==> config.mk <==
export PLATFORM = sky130hd
export DESIGN_NAME = bnvr_host
export DESIGN_NICKNAME = d
export VERILOG_FILES = /design/src/bnvr_pkg.sv /design/src/bnvr_host.sv /design/src/bnvr_timer.sv
export SDC_FILE = /design/constraint.sdc
export NUM_CORES = 1
export LEC_CHECK = 0
export BUFFER_PORTS_ARGS = -buffer_cell sky130_fd_sc_hd__buf_2
export CAP_MARGIN = 40
export CELL_PAD_IN_SITES_DETAIL_PLACEMENT = 1
export CELL_PAD_IN_SITES_GLOBAL_PLACEMENT = 1
export CORE_ASPECT_RATIO = 0.8
export CORE_MARGIN = 3
export CORE_UTILIZATION = 39
export CTS_CLUSTER_SIZE = 40
export DETAILED_ROUTE_END_ITERATION = 6
export GPL_ROUTABILITY_DRIVEN = 1
export GPL_TIMING_DRIVEN = 0
export PLACE_DENSITY_LB_ADDON = 0.1
export SLEW_MARGIN = 10
export SYNTH_ARGS = -nofsm -noshare
export SYNTH_HDL_FRONTEND = slang
export SYNTH_SLANG_ARGS = --single-unit
==> constraint.sdc <==
create_clock -name clk -period 3.5 [get_ports clk]
set_input_delay 0 -clock clk [delete_from_list [all_inputs] [get_ports clk]]
set_output_delay 0 -clock clk [all_outputs]
set_load 0.05 [all_outputs]
==> src/bnvr_pkg.sv <==
/*
 Package for the host-side controller of a bytewide nonvolatile RAM port.
 Holds widths, timing figures and the cycle counts derived from a 100 MHz clock.
*/
package bnvr_pkg;
   localparam int ADDR_WIDTH = 13;
   localparam int DATA_WIDTH = 8;
   localparam int WORDS = 8192;
   localparam int ROWS = 1024;
   localparam int ROW_BITS = 64;
   localparam int ROW_BYTES = ROW_BITS / DATA_WIDTH;
   localparam int CLK_PERIOD_NS = 10;
   localparam int ACCESS_TIME_NS = 80;
   localparam int ACTIVE_TIME_NS = 80;
   localparam int PRECHARGE_TIME_NS = 65;
   localparam int ADDR_HOLD_NS = 10;
   localparam int ACCESS_CYCLES = (ACCESS_TIME_NS + CLK_PERIOD_NS - 1) / CLK_PERIOD_NS;
   localparam int ACTIVE_CYCLES = (ACTIVE_TIME_NS + CLK_PERIOD_NS - 1) / CLK_PERIOD_NS;
   localparam int PRECHARGE_CYCLES = (PRECHARGE_TIME_NS + CLK_PERIOD_NS - 1) / CLK_PERIOD_NS;
   localparam int HOLD_CYCLES = (ADDR_HOLD_NS + CLK_PERIOD_NS - 1) / CLK_PERIOD_NS;
   localparam int COUNT_WIDTH = 8;

   typedef struct packed {
      logic write;
      logic [ADDR_WIDTH-1:0] addr;
      logic [DATA_WIDTH-1:0] wdata;
   } bnvr_req_type;

   typedef struct packed {
      logic select_n;
      logic output_drive_n;
      logic write_strobe_n;
      logic [ADDR_WIDTH-1:0] addr;
      logic [DATA_WIDTH-1:0] data_out;
      logic data_oe_n;
   } bnvr_pins_type;
endpackage

==> src/bnvr_host.sv <==
/*
 Host controller that drives the select, output drive and write strobe pins of a
 bytewide nonvolatile RAM and runs one read or write per request.
 Assumes the device pins are synchronous to clk and the data bus is resolved outside.
*/
`timescale 1ns/1ps
`default_nettype none
// Behaviour
// RULE1: Address stable at select falling edge.
// RULE2: Address held until hold time passes.
// RULE3: Output drive low only for reads.
// RULE4: Write strobe low stores data bus byte.
// RULE5: Pin states encode standby, read, write.
// RULE6: Fresh select fall for every access.
// RULE7: Same timing for reads and writes.
// RULE8: Select high starts device precharge.
// RULE9: Device finishes cycle after early deassert.
// RULE10: Read data sampled after access time.
// RULE11: Device hides data before access completes.
// RULE12: Strobe low before select: select-controlled write.
// RULE13: Strobe after select would start read.
// RULE14: Write ends at first rising edge.
// RULE15: No busy polling; back-to-back accesses allowed.
// RULE16: Select held high for precharge time.
// RULE17: Select low time stays bounded.
// RULE18: Array is 1024 rows of 64 bits.
// RULE19: Read data valid within access time.
// RULE20: Select low at least active time.
// RULE21: Request latched in state until precharge ends.
module bnvr_host
   import bnvr_pkg::*;
#(
   parameter int ACCESS_CYC = ACCESS_CYCLES,
   parameter int ACTIVE_CYC = ACTIVE_CYCLES,
   parameter int PRECHARGE_CYC = PRECHARGE_CYCLES,
   parameter int HOLD_CYC = HOLD_CYCLES
) (
   input wire logic clk,
   input wire logic reset,
   input wire logic req_valid,
   output logic req_ready,
   input wire bnvr_pkg::bnvr_req_type req,
   output logic rsp_valid,
   output logic [bnvr_pkg::DATA_WIDTH-1:0] rsp_rdata,
   output bnvr_pkg::bnvr_pins_type pins,
   input wire logic [bnvr_pkg::DATA_WIDTH-1:0] data_in
);
   import bnvr_pkg::*;

   typedef enum logic [3:0] {
      ST_IDLE = 4'b0001,
      ST_SETUP = 4'b0010,
      ST_ACTIVE = 4'b0100,
      ST_PRECHARGE = 4'b1000
   } bnvr_state_type;

   bnvr_state_type state;
   bnvr_state_type next_state;
   bnvr_req_type held;
   logic [DATA_WIDTH-1:0] rdata;
   logic done_pulse;
   logic timer_load;
   logic timer_done;
   logic [COUNT_WIDTH-1:0] timer_value;
   logic take_req;
   logic active_end;
   logic [COUNT_WIDTH-1:0] active_len;
   logic in_idle;
   logic in_setup;
   logic in_active;
   logic in_precharge;
   logic precharge_end;
   logic held_read;
   logic capture_read;
   logic [DATA_WIDTH-1:0] next_rdata;
   bnvr_req_type next_held;

   logic next_select_n;
   logic next_output_drive_n;
   logic next_write_strobe_n;
   logic next_data_oe_n;
   logic [ADDR_WIDTH-1:0] next_addr;
   logic [DATA_WIDTH-1:0] next_data_out;
   bnvr_pins_type next_pins;

   localparam int ACT_LEN = (ACCESS_CYC > ACTIVE_CYC) ? ACCESS_CYC : ACTIVE_CYC;

   // Idle pin levels: select and both strobes high, bus released, address parked.
   localparam bnvr_pins_type PINS_RESET = '{
      select_n: 1'b1,
      output_drive_n: 1'b1,
      write_strobe_n: 1'b1,
      addr: '0,
      data_out: '0,
      data_oe_n: 1'b1
   };

   assign in_idle = (state == ST_IDLE);
   assign in_setup = (state == ST_SETUP);
   assign in_active = (state == ST_ACTIVE);
   assign in_precharge = (state == ST_PRECHARGE);
   assign held_read = !held.write;

   assign take_req = in_idle && req_valid;
   assign req_ready = in_idle;
   // Both reads and writes use the same active length, so cycle time is uniform.
   // Select is never held low past this length, so the low-time limit cannot be broken.
   assign active_len = COUNT_WIDTH'(ACT_LEN - 1); // RULE7 RULE19 RULE20 RULE17
   assign active_end = in_active && timer_done;
   assign precharge_end = in_precharge && timer_done;
   assign timer_load = in_setup || active_end;
   // One timer serves both phases; it is reloaded on the edge that starts each phase.
   assign timer_value = in_setup ? active_len : COUNT_WIDTH'(PRECHARGE_CYC - 1);

   always_comb begin
      next_state = state;
      case (state)
         ST_IDLE: begin
            if (req_valid) begin
               next_state = ST_SETUP;
            end
         end
         // The setup cycle lets address and strobe settle before select falls.
         ST_SETUP: next_state = ST_ACTIVE; // RULE6
         ST_ACTIVE: begin
            if (timer_done) begin
               next_state = ST_PRECHARGE; // RULE8
            end
         end
         ST_PRECHARGE: begin
            // No device busy check: the next access starts once precharge has elapsed.
            if (timer_done) begin
               next_state = ST_IDLE; // RULE16 RULE15
            end
         end
         default: next_state = ST_IDLE;
      endcase
   end

   // The count width is fixed by the package; longer phases need a wider count.
   bnvr_timer #(
      .WIDTH(COUNT_WIDTH)
   ) u_timer (
      .clk(clk),
      .reset(reset),
      .load(timer_load),
      .value(timer_value),
      .done(timer_done)
   );

   always_ff @(posedge clk) begin
      if (reset) begin
         state <= ST_IDLE;
      end else begin
         state <= next_state;
      end
   end

   always_ff @(posedge clk) begin
      if (reset) begin
         held <= '0;
      end else begin
         held <= next_held; // RULE21
      end
   end

   assign next_held = take_req ? req : held; // RULE2
   // Read data is taken on the edge that raises select, while the device still drives.
   assign capture_read = active_end && held_read; // RULE10
   assign next_rdata = capture_read ? data_in : rdata;

   always_ff @(posedge clk) begin
      if (reset) begin
         rdata <= '0;
      end else begin
         rdata <= next_rdata;
      end
   end

   // One pulse per access, writes included, since a write needs no completion poll.
   always_ff @(posedge clk) begin
      if (reset) begin
         done_pulse <= 1'b0;
      end else begin
         done_pulse <= active_end;
      end
   end

   // Address and write data stay on the pins until the next request replaces them.
   assign next_addr = take_req ? req.addr : pins.addr; // RULE1
   assign next_data_out = take_req ? req.wdata : pins.data_out;
   // Strobe drops before select so the device starts the cycle as a write.
   assign next_write_strobe_n = take_req ? !req.write // RULE12 RULE5 RULE4
      : (active_end ? 1'b1 : pins.write_strobe_n); // RULE14
   // The bus stays driven through precharge, so write data outlasts both rising strobes.
   assign next_data_oe_n = take_req ? !req.write
      : (precharge_end ? 1'b1 : pins.data_oe_n);
   assign next_select_n = in_setup ? 1'b0 // RULE1 RULE6
      : (active_end ? 1'b1 : pins.select_n); // RULE14 RULE9
   assign next_output_drive_n = in_setup ? held.write // RULE3 RULE11
      : (active_end ? 1'b1 : pins.output_drive_n);

   assign next_pins = '{
      select_n: next_select_n,
      output_drive_n: next_output_drive_n,
      write_strobe_n: next_write_strobe_n,
      addr: next_addr,
      data_out: next_data_out,
      data_oe_n: next_data_oe_n
   };

   always_ff @(posedge clk) begin
      if (reset) begin
         pins <= PINS_RESET;
      end else begin
         pins <= next_pins;
      end
   end

   assign rsp_valid = done_pulse;
   assign rsp_rdata = rdata;
endmodule // bnvr_host
`default_nettype wire

==> src/bnvr_timer.sv <==
/*
 Down counter used to time the phases of a memory cycle.
 Assumes a single clock and synchronous active-high reset.
*/
`timescale 1ns/1ps
`default_nettype none
module bnvr_timer #(
   parameter int WIDTH = 8
) (
   input wire logic clk,
   input wire logic reset,
   input wire logic load,
   input wire logic [WIDTH-1:0] value,
   output logic done
);
   logic [WIDTH-1:0] count;
   logic [WIDTH-1:0] next_count;

   assign next_count = load ? value : (count != '0 ? count - WIDTH'(1) : count);
   // Done depends on the count alone; the load that it triggers must not feed back into it.
   assign done = (count == '0);

   always_ff @(posedge clk) begin
      if (reset) begin
         count <= '0;
      end else begin
         count <= next_count;
      end
   end
endmodule // bnvr_timer
`default_nettype wire
== Yosys cells after proc, flatten, opt, wreduce, memory -nomap -nowiden ==
Index checks and enable logic that the tools add are counted.
Storage, ports and cells
  word-level logic and storage cells: 46
  input port bits: 33
  register bits: 47
  output and inout port bits: 35
Cells by class
  equal/unequal tests: 7
  add/sub/neg operators: 1
  muxes and demuxes: 13
  reduce and logical (&&, ||, !) cells: 14
Operators with widths (number)
  two-way mux 8 bit: 2
  one-hot mux 4 bit (4 select lines): 1
  two-way mux 4 bit: 3
  logical NOT 8 bit: 1
  nonzero test 2 bit: 4
  nonzero test 8 bit: 1
  subtractor 8 x 1 -> 8 bit (second input constant): 1
  two-way mux 1 bit: 7
  != test 2 bit (second input constant): 3
  == test 4 x 1 -> 1 bit (second input constant): 1
  == test 4 x 2 -> 1 bit (second input constant): 1
  == test 4 x 3 -> 1 bit (second input constant): 1
  == test 4 bit (second input constant): 1
  logical AND 1 bit: 4
  AND reduction 3 bit: 1
  logical NOT 1 bit: 2
  logical OR 1 bit: 1

== Longest topological paths before layout ==
Gate-level depths: netlist (run 1).
  depth in word-level cells: 4
  depth in mapped cells: 7
  gate-level depth less buffers: 5

== Hierarchy ==
A second synthesis (run 1) with hierarchy kept.
Unflattened totals
  cell total of the unflattened synthesis: 246
  area total of the unflattened synthesis: 2099.5 um^2
By module, submodules not included
  bnvr_host: area each 1606.5 um^2, cells each 186, instances 1, sequential area each 780.7 um^2
  bnvr_timer: area each 493.0 um^2, cells each 60, instances 1, sequential area each 160.2 um^2

== Worst setup path before layout (run 1) ==
Ideal clock, no wire load.
  path kind: reg2reg
  start: reg u_timer.count[0]
  end: reg rdata[0] (netlist: rsp_rdata[0])
  library setup time: 0.072 ns
  clock period less this slack: 1.944 ns
  required time: 3.428 ns
  stages on the path, launching flop included: 7
  slack: 1.556 ns
  path buffers: 1
  data arrival time: 1.872 ns
  path through: dfxtp_1 > inv_1 > ha_1 > or3b_1 > clkbuf_1 > nor4_4 > mux2i_1
On the way
  longest elaborated chain between the ends: 3
Ends and longest elaborated chain
  from (decl): RTL line bnvr_timer.sv:16  | logic [WIDTH-1:0] count;
  from (signal assigned): RTL line bnvr_timer.sv:27  | count <= next_count;
  logical NOT 8 bit: RTL line bnvr_timer.sv:21  | assign done = (count == '0);
  logical AND 1 bit: RTL line bnvr_host.sv:109  | assign active_end = in_active && timer_done;
  logical AND 1 bit: RTL line bnvr_host.sv:169  | assign capture_read = active_end && held_read;
  to (signal assigned): RTL line bnvr_host.sv:176  | rdata <= next_rdata;
  to (decl): RTL line bnvr_host.sv:60  | logic [DATA_WIDTH-1:0] rdata;
Every way passes these cells.
A chain may end at the register's enable or synchronous reset.

== Final worst setup path (run 1) ==
  start: reg u_timer.count[0]
  end: reg rdata[3] (netlist: rsp_rdata[3])
Same word-level chain as after synthesis.

==> results.yml, run 1 <==
critical_path:
  crit_path_end_kind: "flip-flop"
  worst_ep_arrival_time_ns: 2.59
  path_max_fanout: 8
  critPathKind: "reg2reg"
  timing.critical_path.cells: "inv_1 -> ha_1 -> or3b_1 -> clkbuf_1 -> nor4_4 -> mux2i_1"
  timing.critical_path.slowest_cell_delay_ns: 0.73
  critical_path.slowest_cell: "nor4_4"
  cp-start-kind: "flip-flop"
  worstPathRequired_ns: 3.72
finish:
  final_cell_mix: "buf_2, dfxtp_1, dlygate4sd3_1"
  fillerInstances: 610
  final_layout_size_suffix_gt1_frac: 0.242
  antenna_fix_cells: 0
  layout_commonest_cell: "buf_2"
  syn2layout_area_growth_pct: 38.9
  final_net_count: 369
  final_design_area_no_fill_um2: 2880
routing:
  drt_drc_violations_left: 0
  wl_per_cell_um: 16.6
  vias_per_cell: 5.44
  drtAntennaViolNets: 0
  drt-total-wl_um: 6590
  vias: 2161
  initialDrtViolationCount: 92
  detail_route.first_pass.iterations: 5
clock_network:
  clock_sinks: 47
  cts_inserted_buffers: 5
  clkLatencyLatePin_ns: 0.30
  clock_tree_from_tritoncts: "done"
  root_buffer: "clkbuf_8"
  cts_buffer_depth: 2
  h_tree_depth: 2
  clkSlewWorstSetupHoldPaths_ns: 0.08
power_and_ir_drop:
  leakage_power_summed_over_all_cells_uw: 0.00116
  vdd_ir_drop_max_mv: 0.290
  seqPwrFrac: 0.380
  clock_power_share: 0.223
  switching_power_uw: 651
  combinationalPowerShare: 0.397
  intPower_uw: 1080
  power.switching_fraction: 0.377
  total_power_density_per_cell_area_nw_per_um2: 601
synth:
  syn_nets: 267
  synth_area_leaders: "dfxtp_1, o21ai_0, a21oi_1, nand3_1, nand2b_1"
  synth_top_area_share: 0.455
  largest_area_contributor_in_the_netlist: "dfxtp_1"
  ys_seq_area_frac: 0.455
  synth-seq-cells: 47
  count_of_different_cell_masters_after_synthesis: 44
  synthesis.instances: 233
  synth.avg_cell_area_um2: 8.88
  synth.cell_area_um2: 2070
  ys.warnings.count: 0
global_route:
  vias_in_the_first_global_route: 2172
  grt_pass1_wl_um: 10700
  groute.usage.overall: 0.218
  globalRouteOverflowTotal: 0
  grt_antenna_before_repair: 0
  grt_start_max_net_pins: 14
timing:
  worstMarginPinSlew_ns: 0.921
  setup_slack_ns: 1.13
  timing.final.crit_share: 0.678
  layout_min_cycle_time_ns: 2.37
  worst_hold_margin_ns: 0.0815
  rsz_0062_raised_after_global_routing: "false"
  fin_skew_ns: 0.00448
  clock.fmax_mhz: 421
  final-max-slew-violation-count: 0
  hold_violations: 0
  timing.setup.tns_ns: 0
  finalSetupViolCount: 0
  max-slew-margin-rel: 0.385
floorplanning:
  placementRows: 23
  design.die.area_um2: 6220
  die_w_um: 87.4
  initial_core_util: 0.409
  ios: 68
  core_region_area_um2: 5060
  floorplan.die.height_um: 71.2
place:
  pre_cts_slack_ns: 1.19
  place_hpwl_um: 4120
  gp_congestion: 0.740
  post_dp_cell_area_um2: 2470
  numPortBuffers: 65
job:
  cap_viol_max_count: 0
run_status:
  status: "completed"
worst_hold_path:
  timing.hold.worst.class: "in2reg"
final cells by class:
cell class / count / area [um^2] / share of cell area
multi-input cells: 160 / 1010 / 0.352
flip-flops and latches: 47 / 941 / 0.327
repair buffers: 95 / 626 / 0.218
plain buffers: 21 / 96.3 / 0.0335
well taps: 62 / 77.6 / 0.0270
clock buffers: 6 / 72.6 / 0.0252
clock inverters: 1 / 30.0 / 0.0104
inverters: 5 / 18.8 / 0.00653
per-stage QoR:
step,power (uW),instances,utilization
6_report,1730,397,0.568
5_1_grt,1830,397,0.568
4_1_cts,1730,397,0.568
3_5_place_dp,1310,360,0.488
3_3_place_gp,1300,360,0.488
2_1_floorplan,1150,233,-
sequential cells by signal, summed over array words and instances, names as in the netlist:
| signal | flops |
|---|---|
| held | 1 |
| pins | 25 |
| rsp_rdata | 8 |
| rsp_valid | 1 |
| state | 4 |
| u_timer.count | 8 |
Yosys cell counts:
cell type	n
dfxtp_1	47
o21ai_0	29
a21oi_1	24
nand3_1	24
nand2b_1	19
clkbuf_1	17
mux2i_1	8
a211oi_1	7
nor2_1	6
nor3_1	5
inv_1	4
or4b_1	4
nor4b_1	3
buf_2	2
buf_6	2
nor2b_1	2
nor4_1	2
or3_1	2
a2111o_1	1
a2111oi_0	1
a211o_1	1
a21boi_0	1
a221o_1	1
a311oi_1	1
a31o_2	1
a31oi_1	1
ha_1	1
inv_2	1
nand2_1	1
nand4_1	1
nand4b_1	1
nor3b_1	1
nor4_4	1
o21bai_1	1
o22ai_1	1
o311a_1	1
o311ai_0	1
o31ai_1	1
o41a_1	1
or2_2	1
or3b_1	1
or4_1	1
or4_4	1
or4b_2	1
timing repair:
item                      4_1_cts  5_1_grt
resized for setup               0        0
hold buffers                   30        0
hold endpoints to repair       30        0
buffers inserted                0        0
metal layers:
| metal | GRT usage | vias up | share of wire |
|---|---|---|---|
| li1 | - | 1059 | - |
| met1 | 0.285 | 1044 | 0.45 |
| met2 | 0.365 | 50 | 0.49 |
| met3 | 0.0407 | 8 | 0.045 |
| met4 | 0.0681 | 0 | 0.015 |
| met5 | 0 | - | 0 |
path summary, 6_finish.rpt:
check	startpoint	endpoint	slack, ns	cells after the start
max reg2reg	u_timer.count[0]$_SDFFE_PP0P_	rsp_rdata[3]$_SDFFE_PP0P_	1.13	6
min	req_valid	pins[5]$_SDFFE_PP0P_	0.08	3
max	u_timer.count[0]$_SDFFE_PP0P_	rsp_rdata[3]$_SDFFE_PP0P_	1.13	6
min reg2reg	pins[4]$_SDFFE_PP0P_	pins[4]$_SDFFE_PP0P_	0.48	2
cell families (layout without fill, tap and decap cells):
kind of cell	after synthesis	in the layout	share of synthesized area
compound gates	74	74	0.212
fa+ha+maj	1	1	0.00604
buf+inv	26	128	0.0556
flops	47	47	0.455
mux	8	8	0.0387
simple gates	77	77	0.233
power by group through the flow:
stage	registers [uW]	logic, uW	clock network (uW)
2_1_floorplan	735	417	0
3_3_place_gp	665	631	0
3_5_place_dp	667	642	0
4_1_cts	655	677	403
5_1_grt	667	739	425
6_report	656	686	386
critical path, delay by kind of cell, from the launching register on:
family / cells / cell delay (ns)
adders and majority gates: 1 / 0.27
muxes: 1 / 0.29
and+or+nand+nor: 2 / 1.10
buffers and inverters: 2 / 0.30
DFF: 1 / 0.33
No activity file was read; power rests on OpenSTA's default activity.
==> run 2, diff against run 1 <==
--- a/config.mk
+++ b/config.mk
@@ -11,7 +11,7 @@
 export CELL_PAD_IN_SITES_GLOBAL_PLACEMENT = 1
 export CORE_ASPECT_RATIO = 0.8
 export CORE_MARGIN = 3
-export CORE_UTILIZATION = 39
+export CORE_UTILIZATION = 36
 export CTS_CLUSTER_SIZE = 40
 export DETAILED_ROUTE_END_ITERATION = 6
 export GPL_ROUTABILITY_DRIVEN = 1
==> constraint.sdc (replaced) <==
create_clock -name clk -period 2.44 [get_ports clk]
set_input_delay 0 -clock clk [delete_from_list [all_inputs] [get_ports clk]]
set_output_delay 0 -clock clk [all_outputs]
set_load 0.05 [all_outputs]
==> run 2 against run 1 <==
Compared with the run above:
- via count rose by 0.28%
- combinational power up 44%
- worst setup slack got worse by 1.0 ns
- sequential power rose by 44%
- critical endpoint is now req_ready
- largest cell class unchanged
==> results.yml, run 2 (synthesis results as in run 1) <==
run_status:
  status: "completed"
critical_path:
  worst_ep_arrival_time_ns: 2.32
  cp-startpoint: "state[0]$_SDFFE_PP1P_"
  timing.critical_path.slowest_cell_delay_ns: 0.47
  reg2reg_slack_ns: 0.31
  timing.critical_path.cells: "clkbuf_1 -> or4b_1 -> clkbuf_1 -> inv_2 -> buf_2 -> buf_2"
  crit_path_end_kind: "primary output"
  r2r_start: "u_timer.count[0]$_SDFFE_PP0P_"
  worst_r2r_path_depth: 5
  critical_path.slowest_cell: "or4b_1"
  cp-start-kind: "flip-flop"
  worstReg2RegEnd: "state[3]$_SDFFE_PP0P_"
  worstPathRequired_ns: 2.44
  path_max_fanout: 10
  critPathKind: "reg2out"
power_and_ir_drop:
  intPower_uw: 1550
  vdd_ir_drop_max_mv: 0.354
  combinationalPowerShare: 0.396
  seqPwrFrac: 0.379
  leakage_power_summed_over_all_cells_uw: 0.00117
  switching_power_uw: 944
  clock_power_share: 0.225
  total_power_density_per_cell_area_nw_per_um2: 853
  power.switching_fraction: 0.379
timing:
  worstMarginPinSlew_ns: 0.993
  clock.fmax_mhz: 432
  timing.setup.tns_ns: 0
  fin_skew_ns: 0.00241
  timing.final.crit_share: 0.950
  layout_min_cycle_time_ns: 2.32
  rsz_0062_raised_after_global_routing: "false"
  finalSetupViolCount: 0
  final-max-slew-violation-count: 0
  max-slew-margin-rel: 0.336
  hold_violations: 0
routing:
  drtAntennaViolNets: 0
  vias_per_cell: 5.23
  drt_drc_violations_left: 0
  initialDrtViolationCount: 80
  wirelength_met1_um: 3120
  wl_per_cell_um: 16.0
  detail_route.first_pass.iterations: 4
  met3RoutedLength_um: 304
  top_layer: "met4"
  vias: 2167
  wl_met2_um: 3140
  drt-total-wl_um: 6620
finish:
  largest-register: "pins"
  syn2layout_area_growth_pct: 41.1
  final_net_count: 370
  final_cell_mix: "buf_2, dfxtp_1, dlygate4sd3_1"
  footprint_of_the_multi_input_gates_um2: 1020
  antenna_fix_cells: 0
  layout_commonest_cell: "buf_2"
  largest_reg_flops: 25
  final_design_area_no_fill_um2: 2920
  final_layout_size_suffix_gt1_frac: 0.247
  seq_area_um2: 941
  fillerInstances: 664
  post-route-util: 0.531
clock_network:
  clkSlewWorstSetupHoldPaths_ns: 0.08
  cts_inserted_buffers: 5
  root_buffer: "clkbuf_8"
  h_tree_depth: 2
  clkLatencyLatePin_ns: 0.30
  clock_sinks: 47
  cts_buffer_depth: 2
  clock_tree_from_tritoncts: "done"
worst_hold_path:
  whs_path_depth: 3
  timing.hold.worst.class: "in2reg"
  endpoint_of_the_worst_hold_timing_path: "pins[4]$_SDFFE_PP0P_"
  timing.hold.worst.start: "req_valid"
floorplanning:
  initial_core_util: 0.377
  design.die.area_um2: 6700
  core_region_area_um2: 5500
  ios: 68
  placementRows: 24
  floorplan.die.height_um: 73.8
  die_w_um: 90.8
place:
  numPortBuffers: 65
  post_dp_cell_area_um2: 2490
  gp_congestion: 0.726
  place_hpwl_um: 4330
global_route:
  grt_antenna_before_repair: 0
  groute.usage.overall: 0.196
  vias_in_the_first_global_route: 2119
  grt_pass1_wl_um: 10600
  grt_start_max_net_pins: 14
  globalRouteOverflowTotal: 0
job:
  cap_viol_max_count: 0
## run 2: cell count changes in the layout (fill, tap and decap cells not counted)
cell    previous run  this run
nor3_2             0         1
buf_12             0         1
nor3_1             5         4
## run 2: area by class of cell
type                            instances  area share
Clock inverter                          1      0.0103
Multi-Input combinational cell        160       0.349
Inverter                                5     0.00643
Buffer                                 21      0.0330
Sequential cell                        47       0.322
Clock buffer                            6      0.0249
Timing Repair Buffer                   96       0.221
Tap cell                               78      0.0334
## run 2: worst max path at each step
stage / end / slack (ns) / cells past startpoint
after floorplan: rsp_rdata[0]$_SDFFE_PP0P_ / 0.50 / 6
after global placement: rsp_rdata[6]$_SDFFE_PP0P_ / 0.19 / 6
after detailed placement: rsp_rdata[3]$_SDFFE_PP0P_ / 0.11 / 6
after CTS: rsp_rdata[3]$_SDFFE_PP0P_ / 0.08 / 6
after global routing: req_ready / 0.0009 / 6
final: req_ready / 0.12 / 6
## run 2: routing by layer
metal | global-route usage | vias to the layer above
met5 | 0 | -
met4 | 0.0535 | 0
met3 | 0.0399 | 8
met2 | 0.325 | 64
met1 | 0.263 | 1032
li1 | - | 1063
## run 2: power by group through the flow
| stage | Combinational (uW) | Clock [uW] | Sequential (uW) |
|---|---|---|---|
| global route | 1070 | 603 | 960 |
| global placement | 909 | 0 | 953 |
| finish | 987 | 560 | 942 |
| floorplan | 598 | 0 | 1050 |
| CTS | 969 | 582 | 942 |
| detailed placement | 928 | 0 | 959 |
## run 2: repair_timing
| item | in CTS | in global routing |
|---|---|---|
| hold buffers | 30 | 0 |
| resized for setup | 0 | 1 |
| setup endpoints to repair | 0 | 11 |
| buffers inserted | 0 | 1 |
| hold endpoints to repair | 30 | 0 |
## run 2: stage by stage
stage / setup slack [ns] / hold WS, ns / cells / total power (uW)
after floorplan: 0.496 / 0.148 / 233 / 1650
after global placement: 0.186 / 0.253 / 376 / 1860
after detailed placement: 0.113 / 0.259 / 376 / 1890
after CTS: 0.0814 / 0.0567 / 413 / 2490
after global routing: 0.000859 / 0.0929 / 414 / 2630
final: 0.123 / 0.0716 / 414 / 2490
## run 2: critical path: cells and delay by family, from the launching register on
kind,cells,cell delay [ns]
buf+inv,5,1.23
simple gates,1,0.47
flops,1,0.32
==> run 3, diff against run 2 <==
--- a/config.mk
+++ b/config.mk
@@ -17,6 +17,7 @@
 export GPL_ROUTABILITY_DRIVEN = 1
 export GPL_TIMING_DRIVEN = 0
 export PLACE_DENSITY_LB_ADDON = 0.1
+export RECOVER_POWER = 25
 export SLEW_MARGIN = 10
 export SYNTH_ARGS = -nofsm -noshare
 export SYNTH_HDL_FRONTEND = slang
==> run 3 against run 2 <==
Compared with the run above:
- largest power group unchanged
- non-clock buffer count unchanged
- fmax about the same
- combinational power shrank 0.8%
- via count decreased by 0.28%
- largest cell class unchanged
- clock power is 0.9% lower
==> results.yml, run 3 (synthesis results as in run 1) <==
worst_hold_path:
  timing.hold.worst.start: "req_valid"
  endpoint_of_the_worst_hold_timing_path: "pins[4]$_SDFFE_PP0P_"
  timing.hold.worst.class: "in2reg"
  whs_path_depth: 3
global_route:
  globalRouteOverflowTotal: 0
  grt_start_max_net_pins: 14
  groute.usage.overall: 0.196
  grt_antenna_before_repair: 0
  grt_pass1_wl_um: 10600
  vias_in_the_first_global_route: 2119
timing:
  max-slew-margin-rel: 0.333
  timing.final.crit_share: 0.949
  fin_skew_ns: 0.00455
  hold_violations: 0
  rsz_0062_raised_after_global_routing: "false"
  timing.setup.tns_ns: 0
  worstMarginPinSlew_ns: 0.999
  clock.fmax_mhz: 432
  worst_hold_margin_ns: 0.0709
  final-max-slew-violation-count: 0
  finalSetupViolCount: 0
  setup_slack_ns: 0.124
  layout_min_cycle_time_ns: 2.32
floorplanning:
  design.die.area_um2: 6700
  placementRows: 24
  core_region_area_um2: 5500
  floorplan.die.height_um: 73.8
  initial_core_util: 0.377
  ios: 68
  die_w_um: 90.8
routing:
  drtAntennaViolNets: 0
  drt_drc_violations_left: 0
  vias_per_cell: 5.22
  wl_per_cell_um: 16.0
  detail_route.first_pass.iterations: 4
  vias: 2161
  initialDrtViolationCount: 82
  drt-total-wl_um: 6640
power_and_ir_drop:
  leakage_power_summed_over_all_cells_uw: 0.00109
  total_power_density_per_cell_area_nw_per_um2: 856
  vdd_ir_drop_max_mv: 0.349
  total_power_uw: 2480
job:
  cap_viol_max_count: 0
clock_network:
  clock_tree_from_tritoncts: "done"
  clock_sinks: 47
  clkLatencyLatePin_ns: 0.30
  h_tree_depth: 2
  clkSlewWorstSetupHoldPaths_ns: 0.08
  root_buffer: "clkbuf_8"
  cts_buffer_depth: 2
  cts_inserted_buffers: 5
finish:
  final_net_count: 370
  post-route-util: 0.527
  syn2layout_area_growth_pct: 39.9
  largest_reg_flops: 25
  final_layout_size_suffix_gt1_frac: 0.188
  final_cell_mix: "buf_2, dfxtp_1, clkbuf_1"
  antenna_fix_cells: 0
  largest-register: "pins"
place:
  gp_congestion: 0.726
  place_hpwl_um: 4330
  pre_cts_slack_ns: 0.113
  numPortBuffers: 65
run_status:
  status: "completed"
critical_path:
  r2r_start: "u_timer.count[0]$_SDFFE_PP0P_"
  critPathKind: "reg2out"
  path_max_fanout: 10
  worstPathRequired_ns: 2.44
  reg2reg_slack_ns: 0.31
  crit_path_end_kind: "primary output"
  worst_r2r_path_depth: 5
  worstReg2RegEnd: "state[3]$_SDFFE_PP0P_"
  cp-start-kind: "flip-flop"
  worst_ep_arrival_time_ns: 2.32
==> run 3: cell count changes in the layout (fill, tap and decap cells not counted), sizes merged <==
| cell | before | now |
|---|---|---|
| buf | 70 | 50 |
| clkbuf | 23 | 43 |
==> run 3: layer usage <==
layer,part of all wire,GRT usage,up-vias
met5,0,0,-
met4,0.0092,0.0535,0
met3,0.050,0.0399,8
met2,0.47,0.325,59
met1,0.47,0.263,1033
li1,-,-,1061
==> run 3: critical path, stage by stage, from the launching register on <==
cell and delay, ns:
dfxtp_1 0.32, clkbuf_1 0.33, or4b_1 0.47, clkbuf_1 0.19, inv_2 0.16, buf_2 0.25, buf_2 0.31
==> run 3: report_power, final <==
group	total, uW	internal (uW)	switching [uW]
logic	979	377	602
clock network	555	301	255
registers	943	863	80.7
total	2480	1540	938
==> run 3: worst max path at each step <==
stage | from | end | slack, ns | depth (start not counted)
6_report | state[0]$_SDFFE_PP1P_ | req_ready | 0.12 | 6
3_3_place_gp | u_timer.count[0]$_SDFFE_PP0P_ | rsp_rdata[6]$_SDFFE_PP0P_ | 0.19 | 6
5_1_grt | state[0]$_SDFFE_PP1P_ | req_ready | 0.0009 | 6
4_1_cts | u_timer.count[0]$_SDFFE_PP0P_ | rsp_rdata[3]$_SDFFE_PP0P_ | 0.08 | 6
2_1_floorplan | u_timer.count[0]$_SDFFE_PP0P_ | rsp_rdata[0]$_SDFFE_PP0P_ | 0.50 | 6
3_5_place_dp | u_timer.count[0]$_SDFFE_PP0P_ | rsp_rdata[3]$_SDFFE_PP0P_ | 0.11 | 6
==> run 3: per-stage QoR <==
stage | area [um^2] | cells
after CTS | 2900 | 413
after global placement | 2490 | 376
final | 2900 | 414
after global routing | 2900 | 414
after detailed placement | 2490 | 376
after floorplan | 2070 | 233
==> run 3: what timing repair did <==
action	4_1_cts	5_1_grt
buffers inserted	0	1
hold buffers	30	0
hold endpoints to repair	30	0
endpoints found under the setup margin	0	11
gates resized for setup	0	1
==> run 3: layout make-up <==
cell class,instances,area [um^2]
buffer,21,96.3
multi-input combinational,160,1020
clock buffer,6,72.6
inverter,5,18.8
fill,676,2600
clock inverter,1,30.0
tap,78,97.6
timing repair buffer,96,621
sequential,47,941
